==> config.mk <==
export PLATFORM = sky130hd
export DESIGN_NAME = xrsn_top
export DESIGN_NICKNAME = d
export VERILOG_FILES = /design/src/include/xrsn_pkg.sv /design/src/hw/xrsn_edge.sv /design/src/hw/xrsn_top.sv
export VERILOG_INCLUDE_DIRS = /design/src /design/src/include
export SDC_FILE = /design/constraint.sdc
export NUM_CORES = 1
export LEC_CHECK = 0
export ABC_AREA = 1
export BUFFER_PORTS_ARGS = -buffer_cell sky130_fd_sc_hd__buf_2
export CORE_AREA = 2 2 42 44
export CTS_BUF_LIST = sky130_fd_sc_hd__clkbuf_2
export CTS_CLUSTER_SIZE = 14
export DETAILED_ROUTE_END_ITERATION = 7
export DIE_AREA = 0 0 44 46
export GPL_ROUTABILITY_DRIVEN = 0
export PLACE_DENSITY = 0.8
export SLEW_MARGIN = 20
export SYNTH_ARGS = -nofsm -noshare
export SYNTH_HDL_FRONTEND = slang
export SYNTH_HIERARCHICAL = 1
export SYNTH_SLANG_ARGS = --single-unit
==> constraint.sdc <==
create_clock -name i_ref_clk -period 1.7 [get_ports i_ref_clk]
set_input_delay 0.085 -clock i_ref_clk [delete_from_list [all_inputs] [get_ports i_ref_clk]]
set_output_delay 0.085 -clock i_ref_clk [all_outputs]
set_load 0.02 [all_outputs]
==> src/include/xrsn_map.svh <==
// xrsn_map.svh: constants for the extended register shift network
// assumes: included by bare name wherever the network's constants are needed
`ifndef XRSN_MAP_SVH
`define XRSN_MAP_SVH
`define XRSN_WIDTH 4
`define XRSN_B0 0
`define XRSN_B1 1
`define XRSN_B2 2
`define XRSN_B3 3
`define XRSN_RST_REG 4'h0
`define XRSN_PIN_IDLE 1'b1
`define XRSN_EDGE_HIGH 1'b1
`define XRSN_FLAG_OFF 1'b0
`endif

==> src/include/xrsn_pkg.sv <==
// xrsn_pkg: types shared by the extended register shift network
// assumes: compiled before the design modules
package xrsn_pkg;
  // operation in progress, as decoded outside this block
  typedef enum logic [3:0] {
    XRSN_OP_NONE,
    XRSN_OP_LOAD_BUS,
    XRSN_OP_RSA_SS,
    XRSN_OP_RSA_DS,
    XRSN_OP_RSL,
    XRSN_OP_RCIR,
    XRSN_OP_LSA_SS,
    XRSN_OP_LSA_DS,
    XRSN_OP_LSL,
    XRSN_OP_LCIR
  } xrsn_op_t;
  // slice position in the chain
  typedef enum logic [1:0] {
    XRSN_POS_MOST,
    XRSN_POS_INTER,
    XRSN_POS_LEAST
  } xrsn_pos_t;
  // working register source
  typedef enum logic [1:0] {
    XRSN_WR_HOLD,
    XRSN_WR_DATA_IN,
    XRSN_WR_BUS
  } xrsn_wr_src_t;
  typedef struct packed {
    xrsn_op_t op;
    xrsn_pos_t pos;
  } xrsn_ctrl_t;
  // one shift pin: level at the pin (active low) and its enable
  typedef struct packed {
    logic out_n;
    logic oe;
  } xrsn_pin_t;
  // true for the four double-precision left operations
  function automatic logic xrsn_is_left(input xrsn_op_t op);
    return (op == XRSN_OP_LSA_SS) || (op == XRSN_OP_LSA_DS) || (op == XRSN_OP_LSL) || (op == XRSN_OP_LCIR);
  endfunction : xrsn_is_left
  // true for the four double-precision right operations
  function automatic logic xrsn_is_right(input xrsn_op_t op);
    return (op == XRSN_OP_RSA_SS) || (op == XRSN_OP_RSA_DS) || (op == XRSN_OP_RSL) || (op == XRSN_OP_RCIR);
  endfunction : xrsn_is_right
endpackage : xrsn_pkg

==> src/hw/xrsn_edge.sv <==
// xrsn_edge: left and right edge selects driving the two shift pins
// assumes: purely combinational; pins are active low outside, high inside
`timescale 1ns/1ps
`include "xrsn_map.svh"
module xrsn_edge (
  input xrsn_pkg::xrsn_ctrl_t i_ctrl,
  input wire logic [`XRSN_WIDTH-1:0] i_ext_reg,
  input wire logic [`XRSN_WIDTH-1:0] i_alu,
  output xrsn_pkg::xrsn_pin_t o_left,
  output xrsn_pkg::xrsn_pin_t o_right
);
  import xrsn_pkg::*;
  logic left_val;
  logic right_val;
  ////////////////////////////////////////////////////////////////////////////
  // ext_left_edge_select
  always_comb begin
    left_val = i_ext_reg[`XRSN_B3];
    if (i_ctrl.pos == XRSN_POS_MOST) begin
      left_val = (i_ctrl.op == XRSN_OP_LCIR) ? i_alu[`XRSN_B3] : `XRSN_EDGE_HIGH;
    end
  end
  ////////////////////////////////////////////////////////////////////////////
  // ext_right_edge_select
  always_comb begin
    right_val = i_ext_reg[`XRSN_B0];
    if (i_ctrl.pos == XRSN_POS_LEAST) begin
      right_val = i_alu[`XRSN_B0];
    end
  end
  ////////////////////////////////////////////////////////////////////////////
  // pin drive: enables follow the operation only, not the position
  // op and position select
  assign o_left.oe = xrsn_is_left(i_ctrl.op);
  assign o_right.oe = xrsn_is_right(i_ctrl.op);
  assign o_left.out_n = o_left.oe ? ~left_val : `XRSN_PIN_IDLE;
  assign o_right.out_n = o_right.oe ? ~right_val : `XRSN_PIN_IDLE;
endmodule : xrsn_edge

==> src/hw/xrsn_top.sv <==
// xrsn_top: extended working register, its input select, edge selects and working register
// assumes: op, position and data are synchronous to i_ref_clk; neighbours are identical slices
//
// Summary of operation
// - The left shift pin receives right-shift data into bit 3 or bit 2 and sends left-shift data out.
// - The right shift pin feeds bit 0 on left shifts and sends right-shift data to the neighbour.
// - Both shift pins are active low outside and active high inside, inverted both ways.
// - Loading from the data-out bus copies its four bits unshifted in every slice position.
// - Left shifts load bit 0 from the right pin and bits 1..3 from bits 0..2.
// - Right shifts load bits 0..2 from bits 1..3 and bit 3 from the left pin, except a double-signed arithmetic shift in the top slice.
// - A double-signed arithmetic right shift in the top slice keeps bit 3 and loads bit 2 from the left pin.
// - Below the top slice, left operations drive the left pin from register bit 3.
// - In the top slice, left shifts drive the left pin high and left circulate drives ALU bit 3.
// - Above the bottom slice, right operations drive the right pin from register bit 0.
// - In the bottom slice, right operations drive the right pin from ALU bit 0.
// - Edge selects depend only on the operation and the slice position.
// - The working register takes data-in or the data-out bus as selected.
// - The top slice shows input-select bit 3 on the msb output, the bottom slice bit 0 on the lsb output.
`timescale 1ns/1ps
`include "xrsn_map.svh"
module xrsn_top #(
  parameter int WIDTH = `XRSN_WIDTH
) (
  input wire logic i_ref_clk,
  input wire logic i_reset_n,
  input xrsn_pkg::xrsn_ctrl_t i_ctrl,
  input xrsn_pkg::xrsn_wr_src_t i_wr_src,
  input wire logic [WIDTH-1:0] i_data_in,
  input wire logic [WIDTH-1:0] i_data_out_bus_bits,
  input wire logic [WIDTH-1:0] i_alu,
  input wire logic i_ext_left_shift_port_n,
  output logic o_ext_left_shift_port_n,
  output logic o_ext_left_shift_port_oe,
  input wire logic i_ext_right_shift_port_n,
  output logic o_ext_right_shift_port_n,
  output logic o_ext_right_shift_port_oe,
  output logic [WIDTH-1:0] o_extended_working_register,
  output logic [WIDTH-1:0] o_work_reg,
  output logic o_ext_msb,
  output logic o_ext_lsb
);
  import xrsn_pkg::*;

  logic [WIDTH-1:0] extended_working_register;
  logic [WIDTH-1:0] work_reg;
  logic [WIDTH-1:0] next_extended_working_register;
  logic [WIDTH-1:0] next_work_reg;
  logic left_in;
  logic right_in;
  logic is_top;
  xrsn_pin_t left_pin;
  xrsn_pin_t right_pin;

  ////////////////////////////////////////////////////////////////////////////
  // pin inputs, made active high inside
  // invert from the pin
  assign left_in = ~i_ext_left_shift_port_n;
  assign right_in = ~i_ext_right_shift_port_n;
  assign is_top = (i_ctrl.pos == XRSN_POS_MOST);

  ////////////////////////////////////////////////////////////////////////////
  // ext_reg_input_select
  always_comb begin
    next_extended_working_register = extended_working_register;
    case (i_ctrl.op)
      XRSN_OP_LOAD_BUS: begin
        next_extended_working_register = i_data_out_bus_bits;
      end
      XRSN_OP_LSA_SS, XRSN_OP_LSA_DS, XRSN_OP_LSL, XRSN_OP_LCIR: begin
        next_extended_working_register[`XRSN_B0] = right_in;
        next_extended_working_register[`XRSN_B1] = extended_working_register[`XRSN_B0];
        next_extended_working_register[`XRSN_B2] = extended_working_register[`XRSN_B1];
        next_extended_working_register[`XRSN_B3] = extended_working_register[`XRSN_B2];
      end
      XRSN_OP_RSA_SS, XRSN_OP_RSL, XRSN_OP_RCIR: begin
        next_extended_working_register[`XRSN_B0] = extended_working_register[`XRSN_B1];
        next_extended_working_register[`XRSN_B1] = extended_working_register[`XRSN_B2];
        next_extended_working_register[`XRSN_B2] = extended_working_register[`XRSN_B3];
        next_extended_working_register[`XRSN_B3] = left_in;
      end
      XRSN_OP_RSA_DS: begin
        next_extended_working_register[`XRSN_B0] = extended_working_register[`XRSN_B1];
        next_extended_working_register[`XRSN_B1] = extended_working_register[`XRSN_B2];
        if (is_top) begin
          next_extended_working_register[`XRSN_B2] = left_in;
          next_extended_working_register[`XRSN_B3] = extended_working_register[`XRSN_B3];
        end else begin
          next_extended_working_register[`XRSN_B2] = extended_working_register[`XRSN_B3];
          next_extended_working_register[`XRSN_B3] = left_in;
        end
      end
      default: begin
        next_extended_working_register = extended_working_register;
      end
    endcase
  end

  ////////////////////////////////////////////////////////////////////////////
  // work_reg_input_select
  always_comb begin
    case (i_wr_src)
      XRSN_WR_DATA_IN: next_work_reg = i_data_in;
      XRSN_WR_BUS: next_work_reg = i_data_out_bus_bits;
      default: next_work_reg = work_reg;
    endcase
  end

  ////////////////////////////////////////////////////////////////////////////
  // extended register capture
  // capture each edge
  always_ff @(posedge i_ref_clk) begin
    if (!i_reset_n) begin
      extended_working_register <= `XRSN_RST_REG;
    end else begin
      extended_working_register <= next_extended_working_register;
    end
  end

  // working register capture
  // capture each edge
  always_ff @(posedge i_ref_clk) begin
    if (!i_reset_n) begin
      work_reg <= `XRSN_RST_REG;
    end else begin
      work_reg <= next_work_reg;
    end
  end

  ////////////////////////////////////////////////////////////////////////////
  // edge selects
  xrsn_edge u_edge (
    .i_ctrl(i_ctrl),
    .i_ext_reg(extended_working_register),
    .i_alu(i_alu),
    .o_left(left_pin),
    .o_right(right_pin)
  );

  assign o_ext_left_shift_port_n = left_pin.out_n;
  assign o_ext_left_shift_port_oe = left_pin.oe;
  assign o_ext_right_shift_port_n = right_pin.out_n;
  assign o_ext_right_shift_port_oe = right_pin.oe;
  assign o_extended_working_register = extended_working_register;
  assign o_work_reg = work_reg;

  ////////////////////////////////////////////////////////////////////////////
  // end-bit outputs of the input select
  // end bits by position
  assign o_ext_msb = is_top ? next_extended_working_register[`XRSN_B3] : `XRSN_FLAG_OFF;
  assign o_ext_lsb = (i_ctrl.pos == XRSN_POS_LEAST) ? next_extended_working_register[`XRSN_B0] : `XRSN_FLAG_OFF;
endmodule : xrsn_top

==> flow_metrics.py <==
metrics = {
    "outcome": {
        "status": "finished, final reports clean",
    },
    "power_and_ir_drop": {
        "ir_worst_vdd_uv": 325.0,
        "p_leak_uw": 0.0005239,
        "powerDensity_nw_per_um2": 573.0,
    },
    "timing": {
        "clock_skew_ns": 0.002133,
        "setup_violations": 0,
        "report.final.slew_viol_count": 0,
        "period_share_pct": 82.60,
        "worst_pin_slew_ns": 0.2528,
        "period_minus_slack_ns": 1.404,
        "fmax_mhz": 712.1,
        "slew_headroom_pct": 83.13,
        "hold_viol_final": 0,
        "rsz0062_at_grt": "false",
        "fin_setup_tns_ns": 0,
    },
    "finish": {
        "fin_area_um2": 907.1,
        "layout_commonest_cell": "nand2_1",
        "nFillCells": 165,
        "n_antenna_cell": 0,
        "utilization_pct": 56.20,
        "nets": 182,
        "drive_above_1_share_pct": 36.13,
        "synthToLayoutAreaGrowth_pct": 30.40,
        "final_cell_mix": "nand2_1, buf_2, inv_1, nand3_1",
    },
    "worst_setup_path": {
        "path_class": "flop to primary output",
        "r2r_cells": 6,
        "reg2reg_from": "o_extended_working_register[3]",
        "crit_family": "flip-flops",
        "r2r_slack_ns": 0.75,
        "worstReg2RegEnd": "o_extended_working_register[3]",
        "cp_slowest_cell": "dfxtp_1",
        "crit_path_max_fanout": 5,
        "crit_chain": "inv_1, nand2_1, nand3_1, nand2_1, nor2_1, a21oi_1, buf_2",
        "cpPeakStageDelay_ns": 0.42,
        "end_kind": "primary output",
        "startpoint_type": "flop",
        "path_common_cell": "nand2_1",
        "critical_path_required_ns": 1.62,
        "path_buf_inv": 2,
        "crit_arrival_ns": 1.32,
    },
    "cts": {
        "htreeDepth": 1,
        "cts_buffer_depth": 2,
        "clkLatencyLatePin_ns": 0.23,
        "cts_sinks": 8,
        "postCtsSetupBuffers": 0,
        "cts_buffers": 3,
        "cts_root_buffer": "clkbuf_2",
        "cts.repair.resized": 0,
        "clk_pin_slew_ns": 0.08,
        "holdBufCountCts": 0,
        "tritoncts": "done",
    },
    "yosys": {
        "ys_seq_elements": 8,
        "yosys_warnings": 6,
        "synth_area_leader_cell": "dfxtp_1",
        "ys_seq_area_share_pct": 23.02,
        "syn-num-nets": 142,
        "async_flop_share_pct": 0,
        "ys_types": 16,
        "synth_area_um2": 695.7,
        "synth_top_cell_area_share_pct": 23.02,
        "synth_edf_count": 0,
        "avgSynthCellArea_um2": 5.946,
        "ys.flop_type": "dfxtp_1",
        "synthTopCellsByArea": "dfxtp_1, nand2_1, inv_1, nand3_1, a21oi_1",
        "syn_inst": 117,
    },
    "floorplan": {
        "design.die.area_um2": 2024,
        "core_region_area_um2": 1614,
        "row_count": 15,
        "pin_count": 38,
        "initial_core_util_pct": 43.10,
        "dieWidth_um": 44,
        "die_h_um": 46,
    },
    "global_route": {
        "grt_max_degree": 9,
        "grt_pass1_vias": 707,
        "grt_use_total_pct": 17.59,
        "antenna_found_initial": 0,
        "grt_pass1_wl_mm": 2.663,
        "globalRouteOverflowTotal": 0,
    },
    "worst_hold_path": {
        "worstHoldStart": "i_data_in[1]",
        "hp-class": "primary input to flop",
        "min_to": "o_work_reg[1]",
        "whs_path_depth": 4,
    },
    "placed_design": {
        "io_buffers": 35,
        "dp_hpwl_mm": 1.394,
        "placed_cell_area_um2": 892.1,
    },
    "routing": {
        "drt-initial-drc-count": 12,
        "drc": 0,
        "avgViaCountPerCell": 4.860,
        "post_drt_wl_per_cell_um": 9.965,
        "vias": 836,
        "antenna_left": 0,
        "drt_wl_total_mm": 1.714,
        "dr.pass1.iters": 4,
    },
    "flow_run": {
        "cap_violations": 0,
    },
}
metal layers:
layer | vias to the layer above | GRT usage, % | wire length (um)
met2 | 15 | 32.65 | 890
met5 | - | 0 | 0
met1 | 375 | 19.33 | 729
met4 | 0 | 7.273 | 27
li1 | 442 | - | -
met3 | 4 | 3.571 | 66
power breakdown:
part	internal (uW)	switching, uW
Sequential	203	10.9
Combinational	74.2	116
Clock	48.2	67.7
logic make-up (layout without fill, tap and decap cells):
kind of cell,Yosys count,after routing,share of synthesized area (%)
and+or+nand+nor,69,69,46.58
adders and majority gates,1,1,1.798
AOI/OAI and AO/OA,15,15,11.33
buffers and inverters,20,58,10.79
DFF,8,8,23.02
muxes,4,4,6.474
through the flow:
stage	cells	hold slack [ns]	setup WS, ns	total power (uW)
global route	172	0.1974	0.1894	554.8
floorplan	117	0.3003	0.4806	337.0
CTS	172	0.1831	0.3141	523.7
global placement	169	0.4176	0.5632	402.7
finish	172	0.1838	0.2958	519.8
detailed placement	169	0.4292	0.5197	408.4
cells in the mapped netlist, types with 2 or more instances:
cell type / number
nand3_1: 12
inv_2: 3
nand2_1: 36
a21oi_1: 10
nor2_4: 4
mux2_2: 4
nor2_1: 10
nor2_2: 2
inv_1: 17
dfxtp_1: 8
nand2_2: 3
o21ai_0: 4
area by class of cell:
cell class | instances | area [um2] | share of cell area, %
well taps | 17 | 21.27 | 2.345
inverters | 20 | 75.07 | 8.276
multi-input cells | 89 | 460.4 | 50.76
flip-flops and latches | 8 | 160.2 | 17.66
repair buffers | 35 | 175.2 | 19.31
clock buffers | 3 | 15.01 | 1.655
worst max path at each step:
stage | from | end | slack (ns) | cells past startpoint
2_1_floorplan | o_extended_working_register[3] | o_ext_msb | 0.48 | 6
3_3_place_gp | i_ctrl[4] | o_ext_msb | 0.56 | 9
3_5_place_dp | i_ctrl[4] | o_ext_msb | 0.52 | 9
4_1_cts | o_extended_working_register[3] | o_ext_msb | 0.31 | 7
5_1_grt | o_extended_working_register[3] | o_ext_msb | 0.19 | 7
6_report | o_extended_working_register[3] | o_ext_msb | 0.30 | 7
worst reg2reg max path: stages (launching register included):
cell	delay, ns
dfxtp_1	0.36
inv_1	0.08
nand2_1	0.05
nand3_1	0.08
nand2_1	0.06
nor2_1	0.13
a21oi_1	0.08
(Power assumes the default switching activity.)
